===== src/design/tap_defs.svh =====
// register map, field positions, reset values and count constants of the timer channel
`ifndef TAP_DEFS_SVH
`define TAP_DEFS_SVH
// ------------------------------------------------------------
// register byte offsets
// ------------------------------------------------------------
`define TAP_OFF_CTRL 8'h00
`define TAP_OFF_TIMER 8'h04
`define TAP_OFF_STATUS 8'h08
`define TAP_OFF_SWTRIG 8'h0C
// ------------------------------------------------------------
// field positions
// ------------------------------------------------------------
`define TAP_CTRL_START 0
`define TAP_CTRL_MODE 2:1
`define TAP_CTRL_PWM8 3
`define TAP_CTRL_TSEL 5:4
`define TAP_CTRL_OSEL 7:6
`define TAP_CTRL_CSEL 9:8
`define TAP_CTRL_UP 10
`define TAP_CTRL_FREE 11
`define TAP_STAT_FLAG 0
`define TAP_STAT_OUT 1
`define TAP_STAT_BUSY 2
// ------------------------------------------------------------
// reset values and counts
// ------------------------------------------------------------
`define TAP_RST_RLD 16'h0000
`define TAP_PWM16_SPAN 16'hFFFF
`define TAP_PWM8_SPAN 8'hFF
`define TAP_DIV8_MASK 5'h07
`define TAP_DIV32_MASK 5'h1F
`define TAP_RESP_OKAY 2'h0
`define TAP_RESP_SLVERR 2'h2
`endif


===== src/design/tap_pkg.sv =====
// types of the timer channel: modes, selects, states and the state record
package tap_pkg;
  typedef enum logic [1:0] {
    MD_TIMER = 2'h0,
    MD_EVENT = 2'h1,
    MD_ONESHOT = 2'h2,
    MD_PWM = 2'h3
  } tap_mode_t;
  typedef enum logic [1:0] {
    TS_SOFT = 2'h0,
    TS_FALL = 2'h1,
    TS_RISE = 2'h2,
    TS_OVF = 2'h3
  } tap_trig_t;
  typedef enum logic [1:0] {
    CS_DIV1 = 2'h0,
    CS_DIV8 = 2'h1,
    CS_DIV32 = 2'h2,
    CS_SUB32 = 2'h3
  } tap_clk_t;
  typedef enum logic [5:0] {
    ST_IDLE = 6'h01,
    ST_ARMED = 6'h02,
    ST_HIGH = 6'h04,
    ST_LOW = 6'h08,
    ST_LEAD = 6'h10,
    ST_RUN = 6'h20
  } tap_state_t;
  typedef struct packed {
    tap_state_t st;
    logic start;
    tap_mode_t mode;
    logic pwm8;
    tap_trig_t tsel;
    logic [1:0] osel;
    tap_clk_t csel;
    logic up;
    logic free;
    logic [15:0] cnt;
    logic [15:0] rld;
    logic out;
    logic flag;
    logic ovf;
    logic [1:0] rtg;
    logic rl_inst;
    logic [15:0] rl_val;
    logic sw_trg;
    logic [4:0] pre;
    logic [4:0] sub_cnt;
    logic [2:0] sub_s;
    logic [2:0] trg_s;
    logic aw_got;
    logic w_got;
    logic [7:0] waddr;
    logic [31:0] wdata;
    logic [3:0] wstrb;
    logic awready;
    logic wready;
    logic bvalid;
    logic [1:0] bresp;
    logic arready;
    logic rvalid;
    logic [1:0] rresp;
    logic [31:0] rdata;
  } tap_regs_t;
endpackage : tap_pkg


===== src/design/tap_timer_chan.sv =====
// one timer channel, down-counting except event mode with up set, with PWM, one-shot, timer and event modes behind AXI4-Lite
//
// Added by the designer: the AXI4-Lite interface to the registers and the register offsets.
`timescale 1ns/100ps
`include "tap_defs.svh"

// Overview of operation
// RL1 - 16-bit PWM: selected trigger with start set begins counting and drives output high.
// RL2 - when the high time ends the output falls and the request flag sets.
// RL3 - both PWM variants reload at each cycle end and keep running unaided.
// RL4 - clearing start in PWM freezes the counter, stops it and forces output low.
// RL5 - 16-bit PWM period is 65535 ticks, high time n ticks.
// RL6 - 16-bit PWM with value zero never starts; output stays low.
// RL7 - 8-bit PWM period (m+1)*255 ticks, high time n*(m+1) ticks.
// RL8 - 8-bit PWM with upper byte zero is inactive; output stays low.
// RL9 - 8-bit PWM first holds low for one high time, then pulses.
// RL10 - reset clears the start flag.
// RL11 - software loads the value while stopped, then sets start.
// RL12 - timer mode read returns live count, or all ones at reload instant.
// RL13 - value written while stopped reads back until counting resumes.
// RL14 - event mode reload instant reads all ones after underflow, zeros after overflow.
// RL15 - software rewrites the value after stopping a free-running event count.
// RL16 - one-shot stop mid-count reloads, drives output low and sets the flag.
// RL17 - one-shot output moves on count-source ticks, lagging a trigger up to one.
// RL18 - entering one-shot from reset, timer or event mode sets the flag.
// RL19 - one-shot retrigger: one more down count, then reload and keep counting.
// RL20 - retriggers come more than one count-source tick after the last trigger.
// RL21 - count source is one of three main-clock divisions or divided sub clock.
// RL22 - start on input falling edge, rising edge, or a neighbour's overflow.
// RL23 - PWM stop while high sets the flag; while low changes nothing.
// RL24 - entering PWM from reset, timer or event mode sets the flag.
// RL25 - 8-bit PWM: lower byte is prescaler m, upper byte high count n.
module tap_timer_chan (
  input wire logic MCLK,
  input wire logic RST_N,
  input wire logic TRIG_IN,
  input wire logic SUB_CLK,
  input wire logic UNIT2_OVF,
  input wire logic LOWER_OVF,
  input wire logic UPPER_OVF,
  input wire logic [31:0] S_AXI_AWADDR,
  input wire logic S_AXI_AWVALID,
  output logic S_AXI_AWREADY,
  input wire logic [31:0] S_AXI_WDATA,
  input wire logic [3:0] S_AXI_WSTRB,
  input wire logic S_AXI_WVALID,
  output logic S_AXI_WREADY,
  output logic [1:0] S_AXI_BRESP,
  output logic S_AXI_BVALID,
  input wire logic S_AXI_BREADY,
  input wire logic [31:0] S_AXI_ARADDR,
  input wire logic S_AXI_ARVALID,
  output logic S_AXI_ARREADY,
  output logic [31:0] S_AXI_RDATA,
  output logic [1:0] S_AXI_RRESP,
  output logic S_AXI_RVALID,
  input wire logic S_AXI_RREADY,
  output logic PULSE_OUT,
  output logic OVF_OUT,
  output logic IRQ_FLAG
);

  // ------------------------------------------------------------
  // helpers
  // ------------------------------------------------------------
  function automatic logic [3:0] reg_sel(input logic [7:0] a);
    reg_sel = {a == `TAP_OFF_SWTRIG, a == `TAP_OFF_STATUS, a == `TAP_OFF_TIMER, a == `TAP_OFF_CTRL};
  endfunction : reg_sel

  function automatic logic [31:0] merge(input logic [31:0] old, input logic [31:0] nw, input logic [3:0] be);
    merge = old;
    for (int i = 0; i < 4; i++) begin
      if (be[i]) begin
        merge[i*8 +: 8] = nw[i*8 +: 8];
      end
    end
  endfunction : merge

  // one prescaled step of the 8-bit modulator: low byte counts m+1 ticks per upper-byte step
  function automatic logic [15:0] step8(input logic [15:0] c, input logic [7:0] m);
    if (c[7:0] != 8'h00) begin
      step8 = {c[15:8], c[7:0] - 8'h01};
    end else begin
      step8 = {c[15:8] - 8'h01, m}; // RL25
    end
  endfunction : step8

  tap_pkg::tap_regs_t s_r;
  tap_pkg::tap_regs_t s_nxt;
  logic trg_rise;
  logic trg_fall;
  logic sub_edge;
  logic ovf_in;
  logic tick;
  logic trig;
  logic run_ev;
  logic pwm_on;
  logic no_low;
  logic end16;
  logic end8;
  logic endp;
  logic wr_go;
  logic setf;
  logic clrf;
  logic [3:0] wsel;
  logic [3:0] rsel;
  logic [31:0] wv;
  logic [15:0] cnt_step;
  logic [31:0] ctrl_rd;

  // ------------------------------------------------------------
  // count source and trigger selection
  // ------------------------------------------------------------
  // pins are read only after the second synchroniser stage
  assign trg_rise = s_r.trg_s[1] & ~s_r.trg_s[2];
  assign trg_fall = ~s_r.trg_s[1] & s_r.trg_s[2];
  assign sub_edge = s_r.sub_s[1] & ~s_r.sub_s[2];
  assign tick = (s_r.csel == tap_pkg::CS_DIV1) |
                ((s_r.csel == tap_pkg::CS_DIV8) & ((s_r.pre & `TAP_DIV8_MASK) == `TAP_DIV8_MASK)) |
                ((s_r.csel == tap_pkg::CS_DIV32) & (s_r.pre == `TAP_DIV32_MASK)) |
                ((s_r.csel == tap_pkg::CS_SUB32) & sub_edge & (s_r.sub_cnt == `TAP_DIV32_MASK)); // RL21
  assign ovf_in = (s_r.osel == 2'h0) ? UNIT2_OVF : (s_r.osel == 2'h1) ? LOWER_OVF : UPPER_OVF;
  assign trig = (s_r.tsel == tap_pkg::TS_FALL) ? trg_fall :
                (s_r.tsel == tap_pkg::TS_RISE) ? trg_rise :
                (s_r.tsel == tap_pkg::TS_OVF) ? ovf_in : s_r.sw_trg; // RL22
  assign run_ev = (s_r.mode == tap_pkg::MD_TIMER) ? tick : trig;
  assign pwm_on = (s_r.mode == tap_pkg::MD_PWM) &
                  (s_r.pwm8 ? (s_r.rld[15:8] != 8'h00) : (s_r.rld != 16'h0000)); // RL6 RL8
  assign no_low = s_r.pwm8 ? (s_r.rld[15:8] == `TAP_PWM8_SPAN) : (s_r.rld == `TAP_PWM16_SPAN);
  assign end16 = s_r.cnt == 16'h0001;
  assign end8 = (s_r.cnt[7:0] == 8'h00) & (s_r.cnt[15:8] == 8'h01);
  assign endp = s_r.pwm8 ? end8 : end16;
  assign cnt_step = s_r.pwm8 ? step8(s_r.cnt, s_r.rld[7:0]) : s_r.cnt - 16'h0001;
  assign wr_go = s_r.aw_got & s_r.w_got;
  assign ctrl_rd = {20'h00000, s_r.free, s_r.up, s_r.csel, s_r.osel, s_r.tsel, s_r.pwm8, s_r.mode, s_r.start};

  // ------------------------------------------------------------
  // next state
  // ------------------------------------------------------------
  always_comb begin
    s_nxt = s_r;
    setf = 1'b0;
    clrf = 1'b0;
    wv = 32'h00000000;
    wsel = reg_sel(s_r.waddr);
    rsel = reg_sel(S_AXI_ARADDR[7:0]);
    s_nxt.trg_s = {s_r.trg_s[1:0], TRIG_IN};
    s_nxt.sub_s = {s_r.sub_s[1:0], SUB_CLK};
    s_nxt.pre = s_r.pre + 5'h01;
    if (sub_edge) begin
      s_nxt.sub_cnt = s_r.sub_cnt + 5'h01;
    end
    s_nxt.ovf = 1'b0;
    s_nxt.rl_inst = 1'b0;
    s_nxt.sw_trg = 1'b0;
    unique case (s_r.st)
      tap_pkg::ST_IDLE: begin
        if (s_r.start) begin
          if (s_r.mode == tap_pkg::MD_TIMER || s_r.mode == tap_pkg::MD_EVENT) begin
            s_nxt.st = tap_pkg::ST_RUN;
          end else if (trig && (s_r.mode == tap_pkg::MD_ONESHOT || pwm_on)) begin
            s_nxt.st = tap_pkg::ST_ARMED; // RL1
          end
        end
      end
      tap_pkg::ST_ARMED: begin
        // output waits for the next count-source tick, so it lags the trigger by up to one tick
        if (tick) begin
          s_nxt.cnt = s_r.rld; // RL17
          if (s_r.mode == tap_pkg::MD_PWM && s_r.pwm8) begin
            s_nxt.st = tap_pkg::ST_LEAD; // RL9
          end else begin
            s_nxt.st = tap_pkg::ST_HIGH;
            s_nxt.out = 1'b1; // RL1
          end
        end
      end
      tap_pkg::ST_HIGH: begin
        if (s_r.mode == tap_pkg::MD_ONESHOT) begin
          if (trig && s_r.rtg == 2'h0) begin
            s_nxt.rtg = 2'h1; // RL19
          end
          if (tick) begin
            if (s_r.rtg == 2'h1) begin
              s_nxt.cnt = s_r.cnt - 16'h0001; // RL19
              s_nxt.rtg = 2'h2;
            end else if (s_r.rtg == 2'h2) begin
              s_nxt.cnt = s_r.rld; // RL19
              s_nxt.rtg = 2'h0;
            end else if (s_r.cnt[15:1] == 15'h0000) begin
              s_nxt.out = 1'b0;
              s_nxt.cnt = s_r.rld;
              s_nxt.st = tap_pkg::ST_IDLE;
              setf = 1'b1;
            end else begin
              s_nxt.cnt = s_r.cnt - 16'h0001;
            end
          end
        end else if (tick) begin
          if (endp) begin
            // full-scale value leaves no low time: keep high, no falling edge, no flag
            if (no_low) begin
              s_nxt.cnt = s_r.rld;
            end else begin
              s_nxt.out = 1'b0; // RL2
              setf = 1'b1; // RL2
              s_nxt.st = tap_pkg::ST_LOW;
              if (s_r.pwm8) begin
                s_nxt.cnt = {`TAP_PWM8_SPAN - s_r.rld[15:8], s_r.rld[7:0]}; // RL7
              end else begin
                s_nxt.cnt = `TAP_PWM16_SPAN - s_r.rld; // RL5
              end
            end
          end else begin
            s_nxt.cnt = cnt_step;
          end
        end
      end
      tap_pkg::ST_LOW, tap_pkg::ST_LEAD: begin
        if (tick) begin
          if (endp) begin
            if (pwm_on) begin
              s_nxt.cnt = s_r.rld; // RL3
              s_nxt.out = 1'b1;
              s_nxt.st = tap_pkg::ST_HIGH;
            end else begin
              s_nxt.st = tap_pkg::ST_IDLE; // RL6 RL8
            end
          end else begin
            s_nxt.cnt = cnt_step;
          end
        end
      end
      tap_pkg::ST_RUN: begin
        if (run_ev) begin
          if (s_r.mode == tap_pkg::MD_EVENT && s_r.up) begin
            if (s_r.cnt == 16'hFFFF) begin
              s_nxt.cnt = s_r.free ? 16'h0000 : s_r.rld;
              s_nxt.rl_inst = 1'b1;
              s_nxt.rl_val = 16'h0000; // RL14
              s_nxt.ovf = 1'b1;
              setf = 1'b1;
            end else begin
              s_nxt.cnt = s_r.cnt + 16'h0001;
            end
          end else if (s_r.cnt == 16'h0000) begin
            s_nxt.cnt = (s_r.free && s_r.mode == tap_pkg::MD_EVENT) ? 16'hFFFF : s_r.rld;
            s_nxt.rl_inst = 1'b1;
            s_nxt.rl_val = 16'hFFFF; // RL12 RL14
            s_nxt.ovf = 1'b1;
            setf = 1'b1;
          end else begin
            s_nxt.cnt = s_r.cnt - 16'h0001;
          end
        end
      end
      default: begin
        s_nxt.st = tap_pkg::ST_IDLE;
      end
    endcase
    // ------------------------------------------------------------
    // stop
    // ------------------------------------------------------------
    if (!s_r.start && s_r.st != tap_pkg::ST_IDLE) begin
      s_nxt.st = tap_pkg::ST_IDLE;
      s_nxt.rtg = 2'h0;
      s_nxt.out = 1'b0; // RL4
      if (s_r.mode == tap_pkg::MD_ONESHOT) begin
        s_nxt.cnt = s_r.rld; // RL16
        setf = setf | (s_r.st == tap_pkg::ST_HIGH); // RL16
      end else begin
        s_nxt.cnt = s_r.cnt; // RL4
        setf = setf | s_r.out; // RL23
      end
    end
    // ------------------------------------------------------------
    // AXI4-Lite slave
    // ------------------------------------------------------------
    if (S_AXI_AWVALID && s_r.awready) begin
      s_nxt.aw_got = 1'b1;
      s_nxt.waddr = S_AXI_AWADDR[7:0];
    end
    if (S_AXI_WVALID && s_r.wready) begin
      s_nxt.w_got = 1'b1;
      s_nxt.wdata = S_AXI_WDATA;
      s_nxt.wstrb = S_AXI_WSTRB;
    end
    if (s_r.bvalid && S_AXI_BREADY) begin
      s_nxt.bvalid = 1'b0;
    end
    if (wr_go) begin
      s_nxt.aw_got = 1'b0;
      s_nxt.w_got = 1'b0;
      s_nxt.bvalid = 1'b1;
      s_nxt.bresp = (wsel == 4'h0) ? `TAP_RESP_SLVERR : `TAP_RESP_OKAY;
      if (wsel[0]) begin
        wv = merge(ctrl_rd, s_r.wdata, s_r.wstrb);
        s_nxt.start = wv[`TAP_CTRL_START];
        s_nxt.mode = tap_pkg::tap_mode_t'(wv[`TAP_CTRL_MODE]);
        s_nxt.pwm8 = wv[`TAP_CTRL_PWM8];
        s_nxt.tsel = tap_pkg::tap_trig_t'(wv[`TAP_CTRL_TSEL]);
        s_nxt.osel = wv[`TAP_CTRL_OSEL];
        s_nxt.csel = tap_pkg::tap_clk_t'(wv[`TAP_CTRL_CSEL]);
        s_nxt.up = wv[`TAP_CTRL_UP];
        s_nxt.free = wv[`TAP_CTRL_FREE];
        if (!s_r.mode[1] && wv[2]) begin
          setf = 1'b1; // RL18 RL24
        end
      end
      if (wsel[1]) begin
        wv = merge({16'h0000, s_r.rld}, s_r.wdata, s_r.wstrb);
        s_nxt.rld = wv[15:0];
        // a running count only takes the new value at its next reload
        if (s_r.st == tap_pkg::ST_IDLE) begin
          s_nxt.cnt = wv[15:0]; // RL13
        end
      end
      if (wsel[2] && s_r.wstrb[0] && s_r.wdata[`TAP_STAT_FLAG]) begin
        clrf = 1'b1;
      end
      if (wsel[3] && s_r.wstrb[0] && s_r.wdata[0]) begin
        s_nxt.sw_trg = 1'b1;
      end
    end
    if (S_AXI_ARVALID && s_r.arready) begin
      s_nxt.rvalid = 1'b1;
      s_nxt.rresp = (rsel == 4'h0) ? `TAP_RESP_SLVERR : `TAP_RESP_OKAY;
      s_nxt.rdata = 32'h00000000;
      if (rsel[0]) begin
        s_nxt.rdata = ctrl_rd;
      end
      if (rsel[1]) begin
        s_nxt.rdata = {16'h0000, s_r.rl_inst ? s_r.rl_val : s_r.cnt}; // RL12 RL13 RL14
      end
      if (rsel[2]) begin
        s_nxt.rdata = {29'h00000000, s_r.st != tap_pkg::ST_IDLE, s_r.out, s_r.flag};
      end
    end else if (s_r.rvalid && S_AXI_RREADY) begin
      s_nxt.rvalid = 1'b0;
    end
    s_nxt.awready = ~s_nxt.aw_got & ~s_nxt.bvalid;
    s_nxt.wready = ~s_nxt.w_got & ~s_nxt.bvalid;
    s_nxt.arready = ~s_nxt.rvalid;
    // a new event outweighs a clear in the same cycle
    s_nxt.flag = (s_r.flag & ~clrf) | setf;
  end

  always_ff @(posedge MCLK) begin
    if (!RST_N) begin
      s_r <= '0;
      s_r.st <= tap_pkg::ST_IDLE;
      s_r.rld <= `TAP_RST_RLD;
      s_r.start <= 1'b0; // RL10
    end else begin
      s_r <= s_nxt;
    end
  end

  assign S_AXI_AWREADY = s_r.awready;
  assign S_AXI_WREADY = s_r.wready;
  assign S_AXI_BVALID = s_r.bvalid;
  assign S_AXI_BRESP = s_r.bresp;
  assign S_AXI_ARREADY = s_r.arready;
  assign S_AXI_RVALID = s_r.rvalid;
  assign S_AXI_RRESP = s_r.rresp;
  assign S_AXI_RDATA = s_r.rdata;
  assign PULSE_OUT = s_r.out;
  assign OVF_OUT = s_r.ovf;
  assign IRQ_FLAG = s_r.flag;

  // ------------------------------------------------------------
  // checks
  // ------------------------------------------------------------
  chk_pwm_rise_out: assert property (@(posedge MCLK) disable iff (!RST_N) // RL1
    (s_r.st == tap_pkg::ST_ARMED && tick && s_r.start && s_r.mode == tap_pkg::MD_PWM && !s_r.pwm8)
    |=> PULSE_OUT && s_r.st == tap_pkg::ST_HIGH) else $error("pwm trigger did not raise output");
  chk_fall_sets_flag: assert property (@(posedge MCLK) disable iff (!RST_N) // RL2
    ($fell(PULSE_OUT) && s_r.mode == tap_pkg::MD_PWM) |-> IRQ_FLAG) else $error("pwm fall without flag");
  chk_stop_freeze: assert property (@(posedge MCLK) disable iff (!RST_N) // RL4
    (s_r.mode == tap_pkg::MD_PWM && !s_r.start && s_r.st != tap_pkg::ST_IDLE)
    |=> !PULSE_OUT && s_r.cnt == $past(s_r.cnt) && s_r.st == tap_pkg::ST_IDLE) else $error("pwm stop wrong");
  chk_zero_stays_low: assert property (@(posedge MCLK) disable iff (!RST_N) // RL6
    (s_r.mode == tap_pkg::MD_PWM && !s_r.pwm8 && s_r.rld == 16'h0000 && s_r.st == tap_pkg::ST_IDLE)
    |=> !PULSE_OUT) else $error("zero value produced a pulse");
  chk_lead_low: assert property (@(posedge MCLK) disable iff (!RST_N) // RL9
    (s_r.st == tap_pkg::ST_ARMED && tick && s_r.start && s_r.mode == tap_pkg::MD_PWM && s_r.pwm8)
    |=> s_r.st == tap_pkg::ST_LEAD && !PULSE_OUT && s_r.cnt == $past(s_r.rld))
    else $error("8-bit pwm lead phase not low");
  chk_reset_start: assert property (@(posedge MCLK) // RL10
    !$past(RST_N) |-> !s_r.start) else $error("start set after reset");
  chk_written_read: assert property (@(posedge MCLK) disable iff (!RST_N) // RL13
    (wr_go && wsel[1] && s_r.wstrb == 4'hF && s_r.st == tap_pkg::ST_IDLE)
    |=> s_r.cnt == $past(s_r.wdata[15:0])) else $error("stopped write not in counter");
  chk_oneshot_stop: assert property (@(posedge MCLK) disable iff (!RST_N) // RL16
    (s_r.mode == tap_pkg::MD_ONESHOT && !s_r.start && s_r.st == tap_pkg::ST_HIGH)
    |=> s_r.cnt == $past(s_r.rld) && !PULSE_OUT && IRQ_FLAG) else $error("one-shot stop wrong");
  chk_mode_entry_flag: assert property (@(posedge MCLK) disable iff (!RST_N) // RL24
    (wr_go && wsel[0] && s_r.wstrb[0] && !s_r.mode[1] && s_r.wdata[2]) |=> IRQ_FLAG)
    else $error("mode entry did not set flag");
  chk_reload_read: assert property (@(posedge MCLK) disable iff (!RST_N) // RL12
    (S_AXI_ARVALID && S_AXI_ARREADY && S_AXI_ARADDR[7:0] == `TAP_OFF_TIMER && s_r.rl_inst && !s_r.up)
    |=> S_AXI_RDATA == 32'h0000FFFF) else $error("reload instant read not all ones");

endmodule : tap_timer_chan


===== config.mk =====
export PLATFORM = sky130hd
export DESIGN_NAME = tap_timer_chan
export DESIGN_NICKNAME = d
export VERILOG_FILES = /design/src/design/tap_pkg.sv /design/src/design/tap_timer_chan.sv
export VERILOG_INCLUDE_DIRS = /design/src /design/src/design
export SDC_FILE = /design/constraint.sdc
export NUM_CORES = 1
export LEC_CHECK = 0
export BUFFER_PORTS_ARGS = -buffer_cell sky130_fd_sc_hd__buf_2
export CAP_MARGIN = 25
export CORE_MARGIN = 1.5
export CORE_UTILIZATION = 45
export DETAILED_ROUTE_END_ITERATION = 12
export PLACE_DENSITY = 0.66
export RECOVER_POWER = 100
export SYNTH_ARGS = -nofsm -noshare
export SYNTH_HDL_FRONTEND = slang
export SYNTH_SLANG_ARGS = --single-unit
export TNS_END_PERCENT = 1

===== constraint.sdc =====
create_clock -name MCLK -period 3.74 [get_ports MCLK]
set_input_delay 0.561 -clock MCLK [delete_from_list [all_inputs] [get_ports MCLK]]
set_output_delay 0.561 -clock MCLK [all_outputs]
set_load 0.005 [all_outputs]

== Word level (Yosys, flattened, before mapping) ==
Cells that the tools add are included.
Operators by class
  add/sub/neg operators: 8
  equal/unequal tests: 48
  muxes and demuxes: 113
  bitwise operators: 29
  reduce and logical (&&, ||, !) cells: 49
Operators with widths (count)
  16-bit two-way mux: 25
  32-bit two-way mux: 4
  6-bit two-way mux: 14
  16-bit one-hot mux with 4 select lines: 1
  17-bit two-way mux: 3
  1-bit two-way mux: 47
  8-bit two-way mux: 5
  16-bit == test, second input constant: 2
  8-bit by 4-bit == test with 1-bit output, second input constant: 4
  6-bit one-hot mux with 5 select lines: 1
  8-bit logical NOT: 3
  12-bit AND reduction: 2
  3-bit != test, second input constant: 7
  16-bit by 1-bit adder with 16-bit output, second input constant: 1
  16-bit by 1-bit == test with 1-bit output, second input constant: 1
  8-bit by 3-bit == test with 1-bit output, second input constant: 2
  1-bit logical AND: 16
  16-bit logical NOT: 1
  16-bit nonzero test: 1
  8-bit nonzero test: 2
  16-bit by 1-bit subtractor with 16-bit output, second input constant: 1
  16-bit subtractor, first input constant: 1
  8-bit by 1-bit subtractor with 8-bit output, second input constant: 2
  15-bit logical NOT: 1
  other kinds (36): 100
Storage, ports and cells
  register bits after elaboration: 158
  output and inout bits: 44

== Depth between registers and ports, before layout ==
  word-level depth: 16
  depth in mapped cells: 13
  mapped depth without buffers: 11

== Worst setup path after synthesis ==
Ideal clock, no wire load.
  path type: reg-to-reg
  start point: reg s_r[142] in the netlist's numbering
  end point: reg s_r[143] in the netlist's numbering
  data arrival time: 3001 ps
  data required time: 3624 ps
  setup slack: 622 ps
  stages on the path, launching flop included: 12
  clock period less this slack: 3118 ps
  cells stage by stage: dfxtp_1 -> clkbuf_1 -> inv_1 -> ha_1 -> and3_1 -> o211ai_1 -> nor4_1 -> a221o_1 -> o2bb2ai_1 -> o41a_1 -> nand3b_1 -> a41o_1
On the way
  longest elaborated chain between the ends: 11
  elaborated cells on any way between the ends: 30
  classes of those cells: 3 x add/sub; 2 x eq/ne; 21 x mux; 1 x bitwise; 3 x reduce/logical
Ends and longest elaborated chain
  from (decl): line tap_timer_chan.sv:88  | tap_pkg::tap_regs_t s_r;
  from (signal assigned): line tap_timer_chan.sv:355  | s_r <= s_nxt;
  16-bit by 1-bit subtractor with 16-bit output, or another cell as far along
  16-bit two-way mux, or another cell as far along: line tap_timer_chan.sv:190  | end else if (s_r.cnt[15:1] == 15'h0000) begin
  16-bit two-way mux, or another cell as far along: line tap_timer_chan.sv:187  | end else if (s_r.rtg == 2'h2) begin
  16-bit two-way mux, on equally long branches: line tap_timer_chan.sv:184, tap_timer_chan.sv:200
  16-bit two-way mux, on equally long branches: line tap_timer_chan.sv:183, tap_timer_chan.sv:199
  16-bit two-way mux: line tap_timer_chan.sv:179  | if (s_r.mode == tap_pkg::MD_ONESHOT) begin
  16-bit one-hot mux with 4 select lines (*): line tap_timer_chan.sv:156  | unique case (s_r.st)
  16-bit two-way mux (*): line tap_timer_chan.sv:264  | if (!s_r.start && s_r.st != tap_pkg::ST_IDLE) begin
  16-bit two-way mux: line tap_timer_chan.sv:314  | if (s_r.st == tap_pkg::ST_IDLE) begin
  32-bit two-way mux: line tap_timer_chan.sv:310  | if (wsel[1]) begin
  32-bit two-way mux (*): line tap_timer_chan.sv:291  | if (wr_go) begin
Every way passes the cells marked *; elsewhere a longest branch is shown, timed or not.
A chain may end at the register's enable or synchronous reset.

== Final worst setup path ==
  start point: reg s_r[152] in the netlist's numbering
  end point: reg s_r[147] in the netlist's numbering
On the way
  longest elaborated chain between the ends: 11
  elaborated cells on any way between the ends: 25
  classes of those cells: 3 x eq/ne; 19 x mux; 1 x bitwise; 2 x reduce/logical
Ends and longest elaborated chain (line)
  8-bit by 1-bit == test with 1-bit output / 15-bit logical NOT (equally long branches): tap_timer_chan.sv:131, tap_timer_chan.sv:190
  1-bit bitwise AND / 16-bit two-way mux (equally long branches): tap_timer_chan.sv:131, tap_timer_chan.sv:190
  1-bit two-way mux / 16-bit two-way mux (equally long branches): tap_timer_chan.sv:132, tap_timer_chan.sv:187
  16-bit two-way mux, on equally long branches: tap_timer_chan.sv:200, tap_timer_chan.sv:184
  16-bit two-way mux, on equally long branches: tap_timer_chan.sv:199, tap_timer_chan.sv:183
  16-bit two-way mux: tap_timer_chan.sv:179
  16-bit one-hot mux with 4 select lines (*): tap_timer_chan.sv:156
  16-bit two-way mux (*): tap_timer_chan.sv:264
  16-bit two-way mux: tap_timer_chan.sv:314
  32-bit two-way mux: tap_timer_chan.sv:310
  32-bit two-way mux (*): tap_timer_chan.sv:291
Marked as above.

==> results.cfg <==
[run_status]
run_status = finished clean

[route]
ant_nets = 0
viasPerCell = 6.47
firstDrtPassIters = 6
drt-total-wl_mm = 34.4
drc_errors = 0
wl_per_cell_um = 22.2
drtIter0Drc = 1200
via_count = 10000

[layout]
antennaDiodeCount = 0
nNetsFinal = 1397
area_delta_synth_final_pct = 12.2
fin_area_sq_um = 10100
layout-drive-gt1-share_pct = 13.1

[placed_design]
hpwlAfterDp_mm = 24.5
io_buffer_count = 71
gp_congestion = 1.06
placed_cell_area_sq_um = 9570
place_ws_ns = 0.332

[setup_path]
timing_worst_setup_path_type = flop to flop
critPathBufInv = 0
max_stage_delay_ns = 0.71
start_kind = flop
path_cells = nor3_2, o211ai_1, a2111oi_2, nor2_1, a211oi_1, a311oi_1, a2111oi_0, a2111oi_0
critical_path.top_delay_family = compound AO/OA/AOI/OAI gates
critPathSlowestCell = a2111oi_2
endpoint_kind = flop
crit_top_cell = a2111oi_0
critPathArrivalTime_ns = 3.85
worst-endpoint-required_ns = 3.95
crit_fanout = 12

[floorplan]
rows = 51
start_util_pct = 46.0
core_area_sq_um = 19600
ios = 156
die_h_um = 145
die-area_sq_um = 20900
die_x_um = 145

[synth]
postSynthCellCount = 1244
synth_most_common_cell = nand2_1
syn_area_sq_um = 9020
netlist.area_leader.share_pct = 27.7
synth_seq_cells = 125
yosysWarningCount = 0
syn_avg_cell_area_sq_um = 7.25
synth-async-reset-ratio_pct = 0
yosys-top-cells-count = nand2_1, dfxtp_1, a21oi_1
synth_ff_type = dfxtp_1
seq_area_frac_synth_pct = 27.7
synth_cell_type_count = 90
synth.largest_area_cell = dfxtp_1
synth_area_leaders = dfxtp_1, nand2_1, a21oi_1, nor2_1, o21ai_0
synth_edf_count = 0

[grt]
grt_max_degree = 36
track_usage_pct = 33.3
grt_pass1_wl_mm = 52.2
overflow = 0
antenna_found_initial = 0
grt_pass1_vias = 9058

[cts]
clockBufferDepth = 2
cts_resized = 0
post_cts_buffers = 0
worstSkewPairLatency_ns = 0.43
clkTransAtPathRegs_ns = 0.07
htreeDepth = 4
cts_tree = done
cts.sinks = 125
ctsHoldBuffers = 0
root_buffer = clkbuf_16
numCtsBuffers = 17

[timing]
period_minus_slack_ns = 3.63
slew_violations = 0
finalSetupViolations = 0
clock.fmax_mhz = 275
worst_slack_ns = 0.108
setup-tns-final_ns = 0
hold_viol = 0
hold_slack_ns = 0.332
slew_headroom_pct = 15.0
rsz0062_at_grt = no
worstMarginPinSlew_ns = 1.27
min_period_over_period_pct = 97.1
finClkSkew_ns = 0.00780

[power]
p_leak_nw = 3.54
vdd_drop_max_mv = 0.279
power-per-cell-area_nw_per_um2 = 325

[run]
drv_cap = 0

[worst_hold_path]
hold_class = primary input to flop
## where the power goes
part | switching [mW] | internal (mW) | total (mW)
registers | 0.0283 | 1.36 | 1.39
clock network | 0.774 | 0.970 | 1.74
logic | 0.0948 | 0.0575 | 0.152
## cell families (layout without fill, tap and decap cells)
family                     count (synthesis)  after routing  synth area share, %
and+or+nand+nor                          480            480                 25.9
AOI/OAI and AO/OA                        400            400                 29.3
buffers and inverters                    161            187                 8.54
DFF                                      125            125                 27.7
muxes                                     37             37                 4.19
xor gates and xnor gates                  29             29                 2.82
adders and majority gates                 11             11                 1.53
other                                      1             18               0.0416
## cell type report
class	instances	area, sq um
fill	1932	9470
clock inverter	15	199
multi-input combinational	975	5810
clock buffer	17	425
sequential	125	2500
timing repair buffer	137	783
inverter	18	67.6
tap	265	332
## worst register-to-register path, stage by stage (launching register included)
cell       delay [ns]
dfxtp_1          0.47
nor3_2           0.46
o211ai_1         0.46
a2111oi_2        0.71
nor2_1           0.20
a211oi_1         0.29
a311oi_1         0.07
a2111oi_0        0.51
a2111oi_0        0.24
## metrics by stage
step	cells	power [mW]	utilization (%)
finish	1552	3.28	51.7
CTS	1552	3.30	52.1
detailed placement	1520	1.57	48.9
global placement	1520	1.57	48.9
global route	1552	3.37	51.7
floorplan	1261	1.52	-
## metal layers
layer  vias up  track usage, %  share of wire (%)
li1       4580               -                  -
met1      4572            44.6                 40
met2       731            47.2                 41
met3       152            8.77                 12
met4         0            20.6                6.5
met5         -               0                  0
## cell usage in the layout, fill, tap and decap left out, drive strengths merged, types with 6 or more instances in the layout
master / instances
mux2i: 31
clkinv: 6
ha: 11
buf: 104
dfxtp: 125
o211ai: 15
xnor2: 15
nor3: 20
a211o: 6
and3: 10
a31oi: 10
nand4: 17
nand2: 173
a2111oi: 7
o31ai: 9
a21oi: 115
conb: 18
xor2: 14
or4: 7
nor2b: 8
a221oi: 12
o22ai: 16
inv: 25
a22oi: 8
o221ai: 22
nor2: 113
or3: 6
clkbuf: 50
nor4: 17
nand2b: 8
and2: 19
nor3b: 8
o21ai: 95
mux2: 6
a211oi: 25
nand3: 57
## path summary, 6_finish.rpt
kind | to | startpoint | cells past startpoint | slack [ns]
worst max-delay path | s_r[147]$_SDFF_PN0_ | s_r[152]$_SDFF_PN0_ | 8 | 0.11
worst min register to register | s_nxt[89]$_SDFF_PN0_ | s_nxt[88]$_SDFF_PN0_ | 1 | 0.44
worst min-delay path | s_nxt[88]$_SDFF_PN0_ | TRIG_IN | 2 | 0.33
worst max register to register | s_r[147]$_SDFF_PN0_ | s_r[152]$_SDFF_PN0_ | 8 | 0.11
## sequential cells by signal, summed over array words and instances, names as in the netlist, named ones only
name,flops
S_AXI_RVALID,1
S_AXI_AWREADY,1
PULSE_OUT,1
S_AXI_ARREADY,1
S_AXI_BVALID,1
ctrl_rd,12
S_AXI_RRESP,1
OVF_OUT,1
s_nxt,4
S_AXI_RDATA,16
S_AXI_WREADY,1
S_AXI_BRESP,1
s_r,82
IRQ_FLAG,1
(Power assumes the default switching activity.)
